`config.mk`:
```
export PLATFORM = sky130hd
export DESIGN_NAME = pump_ctrl
export DESIGN_NICKNAME = d
export VERILOG_FILES = /design/src/common/pump_ctrl_pkg.sv /design/src/logic/pump_ctrl.sv
export VERILOG_INCLUDE_DIRS = /design/src /design/src/common
export SDC_FILE = /design/constraint.sdc
export NUM_CORES = 1
export LEC_CHECK = 0
export BUFFER_PORTS_ARGS = -buffer_cell sky130_fd_sc_hd__buf_4
export CAP_MARGIN = 20
export CORE_MARGIN = 2
export CORE_UTILIZATION = 38
export DETAILED_ROUTE_END_ITERATION = 6
export SYNTH_ARGS = -nofsm -noshare
export SYNTH_HDL_FRONTEND = slang
export SYNTH_SLANG_ARGS = --single-unit
export TNS_END_PERCENT = 10
```
`constraint.sdc`:
```
create_clock -name mclk_in -period 20.7 [get_ports mclk_in]
set_input_delay 2.07 -clock mclk_in [delete_from_list [all_inputs] [get_ports mclk_in]]
set_output_delay 2.07 -clock mclk_in [all_outputs]
set_load 0.05 [all_outputs]
```
`src/common/pump_ctrl_regs.svh`:
```
// Register offsets, field positions, reset values and timing counts
// of the two-pump delay and alarm controller.
// Assumes a 32-bit AXI4-Lite register bus and a 250 MHz system clock.
`ifndef PUMP_CTRL_REGS_SVH
`define PUMP_CTRL_REGS_SVH

`define OFS_DELAYS     8'h00
`define OFS_VOLT       8'h04
`define OFS_MODE       8'h08
`define OFS_TIMES      8'h0c
`define OFS_STATUS     8'h10
`define OFS_TEST_LEFT  8'h14

`define POS_START      0
`define POS_STOP       8
`define POS_VDLY       16
`define POS_FDLY       24
`define POS_VMAX       0
`define POS_VMIN       16
`define POS_VEN        0
`define POS_F60        1
`define POS_CLEAN      2
`define POS_MANMODE    3
`define POS_RLY_V      4
`define POS_RLY_F      5
`define POS_MAXP       8
`define POS_ROT        12
`define POS_FDEV       16
`define POS_TDUR       24
`define POS_THOURS     0
`define POS_MANTIME    16

`define START_DLY_RST  7'h04
`define START_MIN      7'h04
`define SEC_MAX        7'h63
`define STOP_DLY_RST   7'h01
`define VOLT_DLY_RST   7'h05
`define FREQ_DLY_RST   7'h02
`define VMAX_RST       9'h1b8
`define VMIN_RST       9'h168
`define FDEV_RST       3'h2
`define NOM_50         7'h32
`define NOM_60         7'h3c
`define MAXP_RST       2'h2
`define TDUR_RST       7'h05
`define MANTIME_RST    10'h005
`define TEST_CAP_S     7'h03

`define CLK_PERIOD_NS  4
`define TICK_PERIOD_NS 1000000000
`define HOUR_S         3600

`endif

```
`src/common/pump_ctrl_pkg.sv`:
```
// Types of the two-pump delay and alarm controller.
// Assumes pump_ctrl_regs.svh supplies offsets and defaults.
package pump_ctrl_pkg;

   typedef enum logic [1:0] {TEST_IDLE = 2'b00, TEST_P1 = 2'b01, TEST_P2 = 2'b10} test_st_t;

   typedef struct packed {
      logic [6:0] start_dly;
      logic [6:0] stop_dly;
      logic [6:0] volt_dly;
      logic [6:0] freq_dly;
      logic [8:0] vmax;
      logic [8:0] vmin;
      logic       volt_en;
      logic       freq_60;
      logic       clean_prog;
      logic       manual_mode;
      logic       relay_volt;
      logic       relay_freq;
      logic [1:0] max_pumps;
      logic [2:0] rotation;
      logic [2:0] freq_dev;
      logic [6:0] test_dur;
      logic [9:0] test_hours;
      logic [9:0] man_time;
   } cfg_t;

   typedef struct packed {
      cfg_t            cfg;
      logic [27:0]     tick_cnt;
      logic            tick;
      logic [5:0]      sync1;
      logic [5:0]      sync2;
      logic [1:0]      run;
      logic [1:0][6:0] dly_cnt;
      logic [1:0]      man_on;
      logic [1:0][9:0] man_cnt;
      logic [6:0]      vcnt;
      logic [6:0]      fcnt;
      logic            valarm;
      logic            falarm;
      logic            relay;
      test_st_t        tst;
      logic            busy;
      logic [6:0]      tcnt;
      logic [9:0]      hr_left;
      logic [11:0]     sec_in_hr;
      logic [1:0]      pump;
      logic            aw_got;
      logic            w_got;
      logic [7:0]      awaddr;
      logic [31:0]     wdata;
      logic [3:0]      wstrb;
      logic            awready;
      logic            wready;
      logic            bvalid;
      logic [1:0]      bresp;
      logic            arready;
      logic            rvalid;
      logic [31:0]     rdata;
      logic [1:0]      rresp;
   } st_t;

endpackage

```
`src/logic/pump_ctrl.sv`:
```
// Two-pump delayed start/stop control, mains voltage and frequency
// alarms, periodic self-test, manual run and simultaneity limit.
// Assumes switches and buttons are asynchronous pins, measured volts
// and hertz come from logic on mclk_in, and an AXI4-Lite master.
`timescale 1ns/1ps
`default_nettype none
`include "pump_ctrl_regs.svh"

// Function
// Pump starts only after its start condition held for the start delay, 4..99 s.
// Running pump keeps running for the common stop delay after stop condition.
// Clean program: minimum level during stop delay stops all pumps immediately.
// Voltage alarm enable bit: 0 disables, 1 enables, default 1.
// Voltage alarm stops all pumps, flags alarm, optionally drives relay.
// Voltage above over-voltage threshold is a fault.
// Voltage below under-voltage threshold is a fault.
// Voltage alarm only after fault persists for its delay without break.
// Nominal mains frequency selectable 50 or 60 Hz, default 50.
// Frequency outside nominal plus or minus deviation is a fault.
// Frequency alarm is always enabled.
// Frequency alarm only after fault persists for its delay.
// Self-test every programmed hours from activation; zero disables.
// Remaining self-test hours readable and restorable after power loss.
// Self-test runs pump one for duration, then pump two.
// Test duration 0..99 s, capped at 3 s while minimum level active.
// Hold-to-run manual mode runs while button held, bypassing protections.
// Timed manual mode keeps running manual time after release, with protections.
// Manual time 0..999 s; zero runs until the stop button.
// Never more pumps running than simultaneity limit 1 or 2.
// Rotation zero: each pump follows only its own conditions.
// Delays count one-second ticks; persistence timers restart when condition clears.
module pump_ctrl #(
   parameter int TICK_CYCLES = `TICK_PERIOD_NS / `CLK_PERIOD_NS,
   parameter int HOUR_TICKS  = `HOUR_S
) (
   input  wire logic        mclk_in,               // System clock
   input  wire logic        rst_in,                // Async reset, high
   input  wire logic [1:0]  demand_in,             // Start condition per pump
   input  wire logic        min_level_in,          // Minimum level active
   input  wire logic [1:0]  manual_run_button_in,  // Manual run per pump
   input  wire logic        stop_button_in,        // Manual stop
   input  wire logic [8:0]  volt_meas_in,          // Mains volts
   input  wire logic [6:0]  freq_meas_in,          // Mains hertz
   output logic      [1:0]  pump_run_out,          // Pump run commands
   output logic             alarm_relay_out,       // Alarm relay
   output logic             volt_alarm_out,        // Voltage alarm
   output logic             freq_alarm_out,        // Frequency alarm
   output logic             test_busy_out,         // Self-test running
   input  wire logic [7:0]  s_axi_awaddr_in,       // Write address
   input  wire logic        s_axi_awvalid_in,      // Write address valid
   output logic             s_axi_awready_out,     // Write address ready
   input  wire logic [31:0] s_axi_wdata_in,        // Write data
   input  wire logic [3:0]  s_axi_wstrb_in,        // Byte strobes
   input  wire logic        s_axi_wvalid_in,       // Write data valid
   output logic             s_axi_wready_out,      // Write data ready
   output logic      [1:0]  s_axi_bresp_out,       // Write response
   output logic             s_axi_bvalid_out,      // Write response valid
   input  wire logic        s_axi_bready_in,       // Write response ready
   input  wire logic [7:0]  s_axi_araddr_in,       // Read address
   input  wire logic        s_axi_arvalid_in,      // Read address valid
   output logic             s_axi_arready_out,     // Read address ready
   output logic      [31:0] s_axi_rdata_out,       // Read data
   output logic      [1:0]  s_axi_rresp_out,       // Read response
   output logic             s_axi_rvalid_out,      // Read data valid
   input  wire logic        s_axi_rready_in        // Read data ready
);

////////////////////////////////////////////////////////////////////////////////
// Reset values

   localparam pump_ctrl_pkg::cfg_t CFG_RST = '{
      start_dly: `START_DLY_RST, stop_dly: `STOP_DLY_RST, volt_dly: `VOLT_DLY_RST,
      freq_dly: `FREQ_DLY_RST, vmax: `VMAX_RST, vmin: `VMIN_RST, volt_en: 1'b1,
      freq_60: 1'b0, clean_prog: 1'b0, manual_mode: 1'b0, relay_volt: 1'b1,
      relay_freq: 1'b1, max_pumps: `MAXP_RST, rotation: 3'h0, freq_dev: `FDEV_RST,
      test_dur: `TDUR_RST, test_hours: 10'h000, man_time: `MANTIME_RST};
   localparam pump_ctrl_pkg::st_t ST_RST = '{cfg: CFG_RST, tst: pump_ctrl_pkg::TEST_IDLE, default: '0};

   pump_ctrl_pkg::st_t st;
   pump_ctrl_pkg::st_t nxt;

   logic [1:0] dem;
   logic       minl;
   logic [1:0] btn;
   logic       stopb;
   logic       hold_to_run_setting;
   logic       prot;
   logic       stop_counting;

   assign dem                 = st.sync2[1:0];
   assign minl                = st.sync2[2];
   assign btn                 = st.sync2[4:3];
   assign stopb               = st.sync2[5];
   assign hold_to_run_setting = ~st.cfg.manual_mode;
   assign prot                = st.valarm | st.falarm;
   assign stop_counting       = |(st.run & ~dem);

////////////////////////////////////////////////////////////////////////////////
// Register decode

   function automatic logic ofs_ok(input logic [7:0] a);
      ofs_ok = (a == `OFS_DELAYS) || (a == `OFS_VOLT) || (a == `OFS_MODE) ||
               (a == `OFS_TIMES) || (a == `OFS_STATUS) || (a == `OFS_TEST_LEFT);
   endfunction

   function automatic logic [31:0] rd_word(input logic [7:0] a, input pump_ctrl_pkg::st_t s);
      logic [31:0] w;
      w = 32'h0000_0000;
      case (a)
         `OFS_DELAYS:
         begin
            w[`POS_START +: 7] = s.cfg.start_dly;
            w[`POS_STOP +: 7]  = s.cfg.stop_dly;
            w[`POS_VDLY +: 7]  = s.cfg.volt_dly;
            w[`POS_FDLY +: 7]  = s.cfg.freq_dly;
         end
         `OFS_VOLT:
         begin
            w[`POS_VMAX +: 9] = s.cfg.vmax;
            w[`POS_VMIN +: 9] = s.cfg.vmin;
         end
         `OFS_MODE:
         begin
            w[`POS_VEN]       = s.cfg.volt_en;
            w[`POS_F60]       = s.cfg.freq_60;
            w[`POS_CLEAN]     = s.cfg.clean_prog;
            w[`POS_MANMODE]   = s.cfg.manual_mode;
            w[`POS_RLY_V]     = s.cfg.relay_volt;
            w[`POS_RLY_F]     = s.cfg.relay_freq;
            w[`POS_MAXP +: 2] = s.cfg.max_pumps;
            w[`POS_ROT +: 3]  = s.cfg.rotation;
            w[`POS_FDEV +: 3] = s.cfg.freq_dev;
            w[`POS_TDUR +: 7] = s.cfg.test_dur;
         end
         `OFS_TIMES:
         begin
            w[`POS_THOURS +: 10]  = s.cfg.test_hours;
            w[`POS_MANTIME +: 10] = s.cfg.man_time;
         end
         `OFS_STATUS:
         begin
            w[1:0] = s.pump;
            w[4]   = s.valarm;
            w[5]   = s.falarm;
            w[6]   = s.relay;
            w[9:8] = s.tst;
         end
         `OFS_TEST_LEFT:
            w[9:0] = s.hr_left;
         default:
            w = 32'h0000_0000;
      endcase
      rd_word = w;
   endfunction

   function automatic logic [31:0] merge(input logic [31:0] o, input logic [31:0] n, input logic [3:0] b);
      logic [31:0] r;
      r = o;
      for (int k = 0; k < 4; k++)
      begin
         if (b[k])
            r[8*k +: 8] = n[8*k +: 8];
      end
      merge = r;
   endfunction

////////////////////////////////////////////////////////////////////////////////
// Next state

   always_comb
   begin
      logic        vbad;
      logic        fbad;
      logic [6:0]  nom;
      logic [6:0]  dur;
      logic [1:0]  man_run;
      logic [1:0]  test_run;
      logic [1:0]  want;
      logic [31:0] w;
      vbad     = 1'b0;
      fbad     = 1'b0;
      nom      = `NOM_50;
      dur      = 7'h00;
      man_run  = 2'b00;
      test_run = 2'b00;
      want     = 2'b00;
      w        = 32'h0000_0000;
      nxt      = st;
      // Pins pass two flops before use
      nxt.sync1 = {stop_button_in, manual_run_button_in, min_level_in, demand_in};
      nxt.sync2 = st.sync1;
      // one-second tick
      if (st.tick_cnt == 28'(TICK_CYCLES - 1))
      begin
         nxt.tick_cnt = 28'h0000000;
         nxt.tick     = 1'b1;
      end
      else
      begin
         nxt.tick_cnt = st.tick_cnt + 28'h0000001;
         nxt.tick     = 1'b0;
      end
      // voltage fault
      vbad = st.cfg.volt_en && ((volt_meas_in > st.cfg.vmax) || (volt_meas_in < st.cfg.vmin));
      // persistence, restart on clear
      if (!vbad)
         nxt.vcnt = 7'h00;
      else if (st.tick && st.vcnt != 7'h7f)
         nxt.vcnt = st.vcnt + 7'h01;
      nxt.valarm = vbad && (nxt.vcnt >= st.cfg.volt_dly);
      // frequency band, no enable
      nom  = st.cfg.freq_60 ? `NOM_60 : `NOM_50;
      fbad = (freq_meas_in > nom + {4'h0, st.cfg.freq_dev}) || (freq_meas_in < nom - {4'h0, st.cfg.freq_dev});
      // frequency persistence
      if (!fbad)
         nxt.fcnt = 7'h00;
      else if (st.tick && st.fcnt != 7'h7f)
         nxt.fcnt = st.fcnt + 7'h01;
      nxt.falarm = fbad && (nxt.fcnt >= st.cfg.freq_dly);
      // relay follows its configuration
      nxt.relay = (st.valarm && st.cfg.relay_volt) || (st.falarm && st.cfg.relay_freq);
      // each pump runs on its own conditions
      for (int i = 0; i < 2; i++)
      begin
         if (!st.run[i])
         begin
            // start delay
            if (!dem[i])
               nxt.dly_cnt[i] = 7'h00;
            else if (st.dly_cnt[i] >= st.cfg.start_dly)
            begin
               nxt.run[i]     = 1'b1;
               nxt.dly_cnt[i] = 7'h00;
            end
            else if (st.tick)
               nxt.dly_cnt[i] = st.dly_cnt[i] + 7'h01;
         end
         else
         begin
            // stop delay
            if (dem[i])
               nxt.dly_cnt[i] = 7'h00;
            else if (st.dly_cnt[i] >= st.cfg.stop_dly)
            begin
               nxt.run[i]     = 1'b0;
               nxt.dly_cnt[i] = 7'h00;
            end
            else if (st.tick)
               nxt.dly_cnt[i] = st.dly_cnt[i] + 7'h01;
         end
      end
      // dry stop during stop delay
      // alarms drop automatic runs
      if ((st.cfg.clean_prog && minl && stop_counting) || prot)
      begin
         nxt.run     = 2'b00;
         nxt.dly_cnt = '0;
      end
      // Manual run per pump
      for (int i = 0; i < 2; i++)
      begin
         if (hold_to_run_setting || stopb || prot)
         begin
            nxt.man_on[i]  = 1'b0;
            nxt.man_cnt[i] = 10'h000;
         end
         else if (btn[i])
         begin
            nxt.man_on[i]  = 1'b1;
            nxt.man_cnt[i] = 10'h000;
         end
         // zero means no time limit
         else if (st.man_on[i] && st.cfg.man_time != 10'h000)
         begin
            if (st.man_cnt[i] >= st.cfg.man_time)
               nxt.man_on[i] = 1'b0;
            else if (st.tick)
               nxt.man_cnt[i] = st.man_cnt[i] + 10'h001;
         end
      end
      // hold-to-run ignores protections
      // timed run gated by protections
      man_run = hold_to_run_setting ? btn : (st.man_on & ~{2{prot}});
      // hour countdown from activation
      if (st.cfg.test_hours != 10'h000 && st.tick)
      begin
         if (st.sec_in_hr >= 12'(HOUR_TICKS - 1))
         begin
            nxt.sec_in_hr = 12'h000;
            if (st.hr_left <= 10'h001)
            begin
               nxt.hr_left = st.cfg.test_hours;
               if (st.tst == pump_ctrl_pkg::TEST_IDLE)
               begin
                  nxt.tst  = pump_ctrl_pkg::TEST_P1;
                  nxt.tcnt = 7'h00;
               end
            end
            else
               nxt.hr_left = st.hr_left - 10'h001;
         end
         else
            nxt.sec_in_hr = st.sec_in_hr + 12'h001;
      end
      // duration capped on low level
      dur = (minl && st.cfg.test_dur > `TEST_CAP_S) ? `TEST_CAP_S : st.cfg.test_dur;
      // pump one then pump two
      case (st.tst)
         pump_ctrl_pkg::TEST_P1:
         begin
            test_run = 2'b01;
            if (st.tcnt >= dur)
            begin
               nxt.tst  = pump_ctrl_pkg::TEST_P2;
               nxt.tcnt = 7'h00;
            end
            else if (st.tick)
               nxt.tcnt = st.tcnt + 7'h01;
         end
         pump_ctrl_pkg::TEST_P2:
         begin
            test_run = 2'b10;
            if (st.tcnt >= dur)
            begin
               nxt.tst  = pump_ctrl_pkg::TEST_IDLE;
               nxt.tcnt = 7'h00;
            end
            else if (st.tick)
               nxt.tcnt = st.tcnt + 7'h01;
         end
         default:
            test_run = 2'b00;
      endcase
      nxt.busy = (nxt.tst != pump_ctrl_pkg::TEST_IDLE);
      // alarm drops automatic and test runs, at the pump output one cycle after the alarm flag
      want = man_run | ((st.run | test_run) & ~{2{prot}});
      // simultaneity limit keeps the pump already running
      if (st.cfg.max_pumps == 2'h1 && want == 2'b11)
         nxt.pump = (st.pump == 2'b10) ? 2'b10 : 2'b01;
      else
         nxt.pump = want;
      // Register bus: write channel
      if (st.bvalid && s_axi_bready_in)
         nxt.bvalid = 1'b0;
      if (s_axi_awvalid_in && st.awready)
      begin
         nxt.aw_got = 1'b1;
         nxt.awaddr = s_axi_awaddr_in;
      end
      if (s_axi_wvalid_in && st.wready)
      begin
         nxt.w_got = 1'b1;
         nxt.wdata = s_axi_wdata_in;
         nxt.wstrb = s_axi_wstrb_in;
      end
      if (st.aw_got && st.w_got && !st.bvalid)
      begin
         nxt.aw_got = 1'b0;
         nxt.w_got  = 1'b0;
         nxt.bvalid = 1'b1;
         nxt.bresp  = ofs_ok(st.awaddr) ? 2'b00 : 2'b10;
         w = merge(rd_word(st.awaddr, st), st.wdata, st.wstrb);
         case (st.awaddr)
            `OFS_DELAYS:
            begin
               // start delay held inside its range
               nxt.cfg.start_dly = (w[`POS_START +: 7] < `START_MIN) ? `START_MIN :
                                   (w[`POS_START +: 7] > `SEC_MAX) ? `SEC_MAX : w[`POS_START +: 7];
               nxt.cfg.stop_dly  = w[`POS_STOP +: 7];
               nxt.cfg.volt_dly  = w[`POS_VDLY +: 7];
               nxt.cfg.freq_dly  = w[`POS_FDLY +: 7];
            end
            `OFS_VOLT:
            begin
               nxt.cfg.vmax = w[`POS_VMAX +: 9];
               nxt.cfg.vmin = w[`POS_VMIN +: 9];
            end
            `OFS_MODE:
            begin
               nxt.cfg.volt_en     = w[`POS_VEN];
               nxt.cfg.freq_60     = w[`POS_F60];
               nxt.cfg.clean_prog  = w[`POS_CLEAN];
               nxt.cfg.manual_mode = w[`POS_MANMODE];
               nxt.cfg.relay_volt  = w[`POS_RLY_V];
               nxt.cfg.relay_freq  = w[`POS_RLY_F];
               // limit is one or two
               nxt.cfg.max_pumps   = (w[`POS_MAXP +: 2] == 2'h1) ? 2'h1 : 2'h2;
               nxt.cfg.rotation    = w[`POS_ROT +: 3];
               nxt.cfg.freq_dev    = w[`POS_FDEV +: 3];
               nxt.cfg.test_dur    = w[`POS_TDUR +: 7];
            end
            `OFS_TIMES:
            begin
               // new interval restarts the count
               nxt.cfg.test_hours = w[`POS_THOURS +: 10];
               nxt.cfg.man_time   = w[`POS_MANTIME +: 10];
               nxt.hr_left        = w[`POS_THOURS +: 10];
               nxt.sec_in_hr      = 12'h000;
            end
            // restore of saved remaining hours
            `OFS_TEST_LEFT:
               nxt.hr_left = w[9:0];
            default:
               nxt.bresp = ofs_ok(st.awaddr) ? 2'b00 : 2'b10;
         endcase
      end
      nxt.awready = !nxt.aw_got && !nxt.bvalid;
      nxt.wready  = !nxt.w_got && !nxt.bvalid;
      // Register bus: read channel
      if (st.rvalid && s_axi_rready_in)
         nxt.rvalid = 1'b0;
      if (s_axi_arvalid_in && st.arready)
      begin
         nxt.rvalid = 1'b1;
         nxt.rdata  = rd_word(s_axi_araddr_in, st);
         nxt.rresp  = ofs_ok(s_axi_araddr_in) ? 2'b00 : 2'b10;
      end
      nxt.arready = !nxt.rvalid;
   end

   always_ff @(posedge mclk_in or posedge rst_in)
   begin
      if (rst_in)
         st <= ST_RST;
      else
         st <= nxt;
   end

////////////////////////////////////////////////////////////////////////////////
// Outputs

   assign pump_run_out      = st.pump;
   assign alarm_relay_out   = st.relay;
   assign volt_alarm_out    = st.valarm;
   assign freq_alarm_out    = st.falarm;
   assign test_busy_out     = st.busy;
   assign s_axi_awready_out = st.awready;
   assign s_axi_wready_out  = st.wready;
   assign s_axi_bresp_out   = st.bresp;
   assign s_axi_bvalid_out  = st.bvalid;
   assign s_axi_arready_out = st.arready;
   assign s_axi_rdata_out   = st.rdata;
   assign s_axi_rresp_out   = st.rresp;
   assign s_axi_rvalid_out  = st.rvalid;
endmodule
`default_nettype wire

```
==> flow_summary.json, run 1 <==
{
  "outcome": "complete, no violations",
  "layout_commonest_cell": "dfrtp_1",
  "area.growth.synth_to_final_pct": 14.9,
  "vias_per_cell": 5.40,
  "synthArstFlopShare_pct": 100,
  "dr.pass1.iters": 5,
  "worst_ep_required_time_ps": 21070,
  "syn_avg_cell_area_sq_um": 9.78,
  "ys_types": 77,
  "arrival_ps": 5300,
  "critical_path_class": "in -> reg",
  "gp_congestion": 0.933,
  "n_antenna_cell": 0,
  "core_sq_mm": 0.0442,
  "ys_seq_elements": 298,
  "setup_viol": 0,
  "yosysSeqAreaShare_pct": 43.9,
  "overflow": 0,
  "maxSlewViolCount": 0,
  "tightest_slew_ps": 995,
  "maxCapViolations": 0,
  "pwr_density_cell_mw_per_mm2": 102,
  "cts_root_buf": "clkbuf_16",
  "syn-cell-area_sq_mm": 0.0171,
  "hold_viol": 0,
  "clockBufferDepth": 3,
  "num_rows": 77,
  "dp_hpwl_um": 34400,
  "synth_area_leaders": "dfrtp_1 (40%), ha_1 (8.7%), mux2_2 (4.4%), nand2_1 (4.1%), mux2i_1 (3.9%)",
  "wire_per_inst_um": 19.2,
  "totalWireLength_um": 46800,
  "max_freq_ghz": 0.203,
  "rsz0062_at_grt": "false",
  "drc": 0,
  "final_antenna_net_count": 0,
  "die_area_sq_mm": 0.0466,
  "clock_latency_ps": 530,
  "grt_pass1_vias": 13300,
  "grt_pass1_wl_um": 75700,
  "dieHeight_um": 216,
  "vdd_drop_max_uv": 61.7,
  "setup_slack_ps": 15770,
  "postCtsSetupRepairBufs": 0,
  "die_w_um": 216,
  "p_leak_uw": 0.00860,
  "port_buffers": 121,
  "cts_hold_buf": 0,
  "nets": 2020,
  "h-tree-depth": 2,
  "ios": 128,
  "first_iter_violations": 918,
  "whs_ps": 353,
  "synth_warnings": 0,
  "relSlewSlack_pct": 33.0,
  "grtUsageTotal_pct": 20.5,
  "syn_inst": 1744,
  "layout_common_cells": "dfrtp_1 (275), nand2_1 (182), nor2_1 (161)",
  "synth_top_area_share_pct": 40.3,
  "via_count": 13200,
  "synth-edff-count": 0,
  "start_kind": "input pin",
  "worstPathMaxFanout": 9,
  "end_kind": "flop",
  "pre_cts_ws_ps": 15230,
  "path_clk_slew_ps": 60,
  "cts_resized": 0,
  "synth_flop_cell": "dfrtp_1",
  "cts_tree": "built",
  "layout_worst_path_cycle_share_pct": 23.8,
  "drive_gt1_share_pct": 17.2,
  "cts_made_buffers": 35,
  "finalSetupTns_ps": 0,
  "finClkSkew_ps": 15.1,
  "fin_crit_ps": 4930,
  "yosysTopAreaCell": "dfrtp_1",
  "clock_sinks": 298,
  "initial_core_util_pct": 38.6,
  "antenna_found_initial": 0,
  "min_path_type": "reg -> reg",
  "grt_max_degree": 118
}
## final cells by class
| type | instances | area [sq um] |
|---|---|---|
| fillers | 4208 | 24600 |
| multi-input cells | 1250 | 8690 |
| flip-flops and latches | 298 | 7490 |
| repair buffers | 137 | 1040 |
| clock buffers | 43 | 968 |
| well taps | 592 | 741 |
| inverters | 96 | 368 |
| clock inverters | 20 | 309 |
## power breakdown
part           switching [uW]  internal, uW  total [uW]
combinational             319           210         529
clock                     252           433         686
sequential                110           668         778
## per-stage QoR
| step | total power, uW | std cells | area, sq um | util [%] |
|---|---|---|---|---|
| floorplan | 1130 | 1747 | 17100 | - |
| global placement | 1290 | 2371 | 18300 | 41.4 |
| detailed placement | 1310 | 2372 | 18300 | 41.4 |
| CTS | 2000 | 2435 | 19600 | 44.3 |
| global route | 2100 | 2436 | 19600 | 44.3 |
| finish | 1990 | 2436 | 19600 | 44.3 |
## cells in the mapped netlist (all sizes together), types with 3 or more instances
library cell,n
a31oi,15
o221ai,6
o31ai,18
o2bb2ai,7
dfstp,23
nand2,185
o311ai,3
o21ai,123
o211ai,3
or2,10
mux4,7
nor2,163
ha,119
and3,16
o31a,3
a32oi,5
nor4,15
a221o,3
nor2b,17
mux2i,66
nand4,27
mux2,67
o22a,3
or3,10
and4,3
a22o,14
nand2b,24
inv,96
a22oi,21
o22ai,18
nand3,36
dfrtp,275
a211oi,8
xnor2,43
or4,7
xor2,31
buf,53
clkbuf,50
a21o,32
nor3,12
o21a,8
a21oi,64
nor3b,5
## path summary, 6_finish.rpt
| check | start | endpoint | slack [ps] | depth (start not counted) |
|---|---|---|---|---|
| worst max-delay path | freq_meas_in[1] | freq_alarm_out$_DFF_PP0_ | 15770 | 17 |
| worst min-delay path | nxt[177]$_DFF_PP0_ | dem[1]$_DFF_PP0_ | 350 | 0 |
| worst max register to register | st[256]$_DFFE_PP0P_ | freq_alarm_out$_DFF_PP0_ | 16080 | 21 |
| worst min register to register | nxt[177]$_DFF_PP0_ | dem[1]$_DFF_PP0_ | 350 | 0 |
| max in group asynchronous | rst_in | s_axi_rdata_out[4]$_DFFE_PP0P_ | 16890 | 4 |
| min in group asynchronous | rst_in | st[194]$_DFF_PP0_ | 1650 | 2 |
## metal layers
layer  up-vias  wire [um]  global-route usage [%]
met5         -          0                       0
li1       6278          -                       -
met4         0       1570                    6.96
met3        83       2650                    2.97
met1      6408      21300                    28.5
met2       388      21300                    32.6
## sequential cells by signal, summed over array words and instances, names as in the netlist, 2 cells and up
| signal | flops |
|---|---|
| st | 244 |
| nxt | 6 |
| pump_run_out | 2 |
| s_axi_rdata_out | 30 |
| dem | 2 |
| btn | 2 |
## logic make-up (layout without fill, tap and decap cells)
| family | Yosys count | count (layout) | synth area share, % |
|---|---|---|---|
| AOI/OAI and AO/OA | 375 | 375 | 14.2 |
| xor gates and xnor gates | 74 | 74 | 3.80 |
| adders and majority gates | 121 | 121 | 8.96 |
| buffers and inverters | 199 | 296 | 5.27 |
| DFF | 298 | 298 | 43.9 |
| muxes | 140 | 140 | 9.22 |
| other | 1 | 4 | 0.0220 |
| and+or+nand+nor | 536 | 536 | 14.6 |
## critical path, cell delays in order
cell and delay (ps):
buf_4 120, ha_1 310, nor2b_1 140, o21ai_0 160
nand2b_1 100, a21oi_1 140, o21ai_0 100, a21oi_1 730
or2_2 240, ha_1 210, nand2b_1 140, a21o_1 180
a21o_1 170, a21oi_1 150, nor2b_1 70, o211ai_1 170
a21oi_1 90
(Power assumes the default switching activity.)
==> run 2, diff against run 1 <==
- clock period: 20.7 -> 3.97 ns (I/O delays scaled with it)
==> run 2 against run 1 <==
Effect of this change: sequential share of layout area fell by 0.54 points; worst hold slack got worse by 280 ps; combinational power rose to 5.3 times the previous value; wire length rose by 1.4%; via count rose by 1.7%; largest power group unchanged.
==> flow_summary.json, run 2 (synthesis gave the netlist of run 1 again) <==
{
  "finClkSkew_ps": 12.1,
  "setup_viol": 0,
  "end_kind": "flop",
  "drive_gt1_share_pct": 18.2,
  "nets": 2049,
  "pwr-share-comb_pct": 27.1,
  "fin_crit_ps": 3770,
  "vias_per_cell": 5.43,
  "pwr-share-clk_pct": 33.5,
  "pwr_density_cell_mw_per_mm2": 520,
  "dieHeight_um": 216,
  "dr.pass1.iters": 5,
  "wire_per_inst_um": 19.3,
  "vdd_drop_max_uv": 350,
  "dp_hpwl_um": 35800,
  "setup_slack_ps": 196,
  "port_buffers": 121,
  "relSlewSlack_pct": 34.7,
  "place_inst": 2390,
  "layout_commonest_cell": "dfrtp_1",
  "cts_made_buffers": 35,
  "via_count": 13400,
  "arrival_ps": 4180,
  "min_path_type": "in -> reg",
  "area.growth.synth_to_final_pct": 16.6,
  "stdcell_count": 2464,
  "grt_pass1_wl_um": 75400,
  "p_leak_uw": 0.00873,
  "drc": 0,
  "final_antenna_net_count": 0,
  "critical_path_class": "reg -> reg",
  "cts_tree": "built",
  "regMostFlops": "st",
  "worstPathMaxFanout": 8,
  "first_iter_violations": 778,
  "layout_common_cells": "dfrtp_1 (274), nand2_1 (183), nor2_1 (161)",
  "start_kind": "flop",
  "clock_sinks": 298,
  "wl_met2_um": 21600,
  "wl_met3_um": 2560,
  "top_layer": "met4",
  "grtUsageTotal_pct": 20.4,
  "maxSlewViolCount": 0,
  "gp_congestion": 0.894,
  "die_area_sq_mm": 0.0466,
  "drt-met1-wl_um": 22000,
  "core_sq_mm": 0.0442,
  "clockBufferDepth": 3,
  "h-tree-depth": 2,
  "num_rows": 77,
  "pre_cts_ws_ps": 74.4,
  "largest_register_ffs": 244,
  "outcome": "complete, no violations",
  "pwr-share-seq_pct": 39.4,
  "clock_latency_ps": 530,
  "hold_viol": 0,
  "n_antenna_cell": 0,
  "layout_worst_path_cycle_share_pct": 95.1,
  "cts_root_buf": "clkbuf_16",
  "antenna_found_initial": 2,
  "maxCapViolations": 0,
  "path_clk_slew_ps": 60,
  "initial_core_util_pct": 38.6,
  "ios": 128,
  "tightest_slew_ps": 975,
  "totalWireLength_um": 47500,
  "p_switching_uw": 3530,
  "overflow": 0,
  "switching_share_pct": 34.1,
  "max_freq_ghz": 0.265,
  "grt_pass1_vias": 13300,
  "die_w_um": 216,
  "p_int_uw": 6820,
  "grt_max_degree": 64,
  "worst_ep_required_time_ps": 4380
}
## run 2: changes by cell type in the layout (fill, tap and decap cells not counted), sizes merged
cell         previous run  this run
dlygate4sd3             0         7
bufinv                  8         5
inv                    97        95
clkbuf                 43        53
clkinv                  9         3
buf                   137       159
## run 2: per-layer routing
metal	vias up	track usage, %
li1	6343	-
met1	6602	28.7
met2	359	32.4
met3	81	3.31
met4	0	6.32
met5	-	0
## run 2: path summary, 6_finish.rpt
| kind | startpoint | end | slack [ps] | cells after the start |
|---|---|---|---|---|
| setup / recovery | st[256]$_DFFE_PP0P_ | freq_alarm_out$_DFF_PP0_ | 200 | 19 |
| hold / removal | s_axi_wvalid_in | s_axi_wready_out$_DFF_PP0_ | 80 | 2 |
| setup reg to reg | st[256]$_DFFE_PP0P_ | freq_alarm_out$_DFF_PP0_ | 200 | 19 |
| hold reg to reg | nxt[181]$_DFF_PP0_ | st[181]$_DFF_PP0_ | 350 | 0 |
| max in group asynchronous | rst_in | st[277]$_DFFE_PP1P_ | 2670 | 5 |
| min in group asynchronous | rst_in | nxt[177]$_DFF_PP0_ | 340 | 3 |
## run 2: repair_timing
action,CTS,global route
resized for setup,0,8
endpoints found under the hold margin,6,3
setup buffers,0,2
endpoints found under the setup margin,0,1
hold buffers,6,1
## run 2: critical path: stages (launching register included)
cell and delay (ps):
dfrtp_2 490, inv_4 110, ha_1 170, inv_1 60, fa_1 440, ha_1 300
o21ai_0 90, nand2b_1 90, a21oi_1 60, o21ai_0 220, a21oi_2 130, or2_2 310
ha_1 260, nand2b_1 140, a21o_1 170, a21o_1 180, a21oi_2 130, nor2b_1 50
o211ai_1 150, a21oi_1 100
## run 2: power by group through the flow
stage	combinational [uW]	clock, uW	sequential [uW]
floorplan	2030	0	3870
global placement	2700	0	4110
detailed placement	2760	0	4120
CTS	2780	3550	4070
global route	3090	3670	4140
finish	2810	3460	4080
## run 2: through the flow
stage	power [uW]	util, %	hold slack, ps	setup TNS [ps]	cell area [sq um]
after floorplan	5900	-	331	-101010	17100
after global placement	6810	41.8	336	0	18500
after detailed placement	6880	41.8	339	0	18500
after CTS	10400	44.7	57.6	0	19800
after global routing	10900	45.0	79.3	-53.2	19900
final	10400	45.0	77.5	0	19900
## run 2: final cells by class
cell class | instances | area (sq um)
clock buffers | 53 | 1070
clock inverters | 9 | 173
fillers | 4250 | 24300
inverters | 96 | 367
multi-input cells | 1250 | 8720
flip-flops and latches | 298 | 7490
well taps | 592 | 741
repair buffers | 166 | 1340
==> run 3, diff against run 2 <==
- CTS_CLUSTER_SIZE: unset -> 12
- RECOVER_POWER: unset -> 50
==> run 3 against run 2 <==
Effect of this change: the run now ends with max-capacitance violations, max-slew violations left; final cell count is essentially flat; worst hold slack worse by 5.6 ps; clock-buffer cell count fell by 3; sequential share of layout area grew 0.10 points; final area shrank 0.26%; via count is 0.43% higher; largest power group unchanged.
==> flow_summary.json, run 3 (synthesis gave the netlist of run 1 again) <==
{
  "post-route-util_pct": 44.9,
  "clock_latency_ps": 540,
  "num_rows": 77,
  "core_sq_mm": 0.0442,
  "gp_congestion": 0.894,
  "clockBufferDepth": 3,
  "via_count": 13400,
  "die_w_um": 216,
  "n_antenna_cell": 0,
  "path_clk_slew_ps": 60,
  "pwr_density_cell_mw_per_mm2": 523,
  "grtUsageTotal_pct": 20.5,
  "h-tree-depth": 2,
  "layout_worst_path_cycle_share_pct": 94.8,
  "cts_root_buf": "clkbuf_16",
  "stdcell_count": 2466,
  "grt_pass1_vias": 13300,
  "grt_max_degree": 64,
  "clock_sinks": 298,
  "ios": 128,
  "hold_viol": 0,
  "maxCapViolations": 3,
  "dr.pass1.iters": 5,
  "wire_per_inst_um": 19.3,
  "place_inst": 2390,
  "port_buffers": 121,
  "layout_common_cells": "dfrtp_1 (274), nand2_1 (184), nor2_1 (161)",
  "seq_area_sq_mm": 0.00749,
  "max_freq_ghz": 0.266,
  "tightest_slew_ps": 2980,
  "die_area_sq_mm": 0.0466,
  "grt_pass1_wl_um": 75600,
  "nets": 2049,
  "layout_commonest_cell": "dfrtp_1",
  "initial_core_util_pct": 38.6,
  "p_leak_uw": 0.00870,
  "dieHeight_um": 216,
  "final_antenna_net_count": 0,
  "fillers": 4261,
  "vias_per_cell": 5.45,
  "relSlewSlack_pct": -99.0,
  "drive_gt1_share_pct": 18.0,
  "setup_viol": 0,
  "overflow": 0,
  "worstPathMaxFanout": 8,
  "outcome": "complete, but fails checks",
  "dp_hpwl_um": 35800,
  "arrival_ps": 4180,
  "violations": "max-capacitance violations, max-slew violations",
  "first_iter_violations": 891,
  "maxSlewViolCount": 126,
  "antenna_found_initial": 1,
  "start_kind": "flop",
  "finClkSkew_ps": 20.6,
  "cts_made_buffers": 36,
  "regMostFlops": "st",
  "drc": 0,
  "area.growth.synth_to_final_pct": 16.3,
  "critical_path_class": "reg -> reg",
  "fin_crit_ps": 3760,
  "multi_input_area_sq_mm": 0.00872,
  "min_path_type": "in -> reg",
  "worst_ep_required_time_ps": 4390,
  "largest_register_ffs": 244,
  "cts_tree": "built",
  "totalWireLength_um": 47600,
  "end_kind": "flop",
  "vdd_drop_max_uv": 348
}
-- run 3: cell count changes in the layout (fill, tap and decap cells not counted), sizes merged --
cell | before | now
buf | 159 | 144
clkbuf | 53 | 64
clkinv | 3 | 6
clkinvlp | 2 | 3
inv | 95 | 97
-- run 3: final cells by class --
type | count | share of cell area, %
Clock buffer | 50 | 5.27
Inverter | 96 | 1.84
Tap cell | 592 | 3.73
Multi-Input combinational cell | 1250 | 44.0
Timing Repair Buffer | 165 | 6.40
Clock inverter | 15 | 1.07
Sequential cell | 298 | 37.7
-- run 3: final timing paths --
kind / slack (ps) / endpoint / startpoint / depth (start not counted)
setup / recovery: 210 / freq_alarm_out$_DFF_PP0_ / st[256]$_DFFE_PP0P_ / 19
hold / removal: 70 / s_axi_wready_out$_DFF_PP0_ / s_axi_wvalid_in / 2
setup reg to reg: 210 / freq_alarm_out$_DFF_PP0_ / st[256]$_DFFE_PP0P_ / 19
hold reg to reg: 350 / st[181]$_DFF_PP0_ / nxt[181]$_DFF_PP0_ / 0
max in group asynchronous: 710 / st[256]$_DFFE_PP0P_ / rst_in / 5
min in group asynchronous: 330 / nxt[177]$_DFF_PP0_ / rst_in / 3
-- run 3: power by group --
part           switching (uW)  internal [uW]  total (uW)  leakage, uW
clock network            1330           2170        3500     0.000617
logic                    1650           1150        2800      0.00418
registers                 593           3490        4080      0.00391
-- run 3: timing repair --
action                     4_1_cts  5_1_grt
hold buffers                     6        1
gates resized for setup          0        8
hold endpoints to repair         6        3
setup endpoints to repair        0        1
setup buffers                    0        2
-- run 3: metrics by stage --
step                power [uW]  hold WS, ps  worst slack (ps)  cell area [sq um]  TNS (ps)
finish                   10400         71.9               207              19800         0
global route             10900         62.3             -53.2              19800     -53.2
global placement          6810          336               136              18500         0
floorplan                 5900          331              -367              17100   -101010
detailed placement        6880          339              74.4              18500         0
CTS                      10400         55.1              43.3              19800         0
-- run 3: worst max-delay path, stage by stage, from the launching register on --
cell,delay (ps)
dfrtp_2,490
inv_4,110
ha_1,160
inv_1,60
fa_1,440
ha_1,300
o21ai_0,90
nand2b_1,90
a21oi_1,60
o21ai_0,220
a21oi_2,130
or2_2,310
ha_1,260
nand2b_1,140
a21o_1,170
a21o_1,180
a21oi_2,130
nor2b_1,50
o211ai_1,150
a21oi_1,90
-- run 3: metal layers --
metal / global-route usage (%) / routed length [um]
met1: 28.6 / 21800
met2: 32.3 / 21700
met3: 3.55 / 2830
met4: 6.58 / 1330
met5: 0 / 13
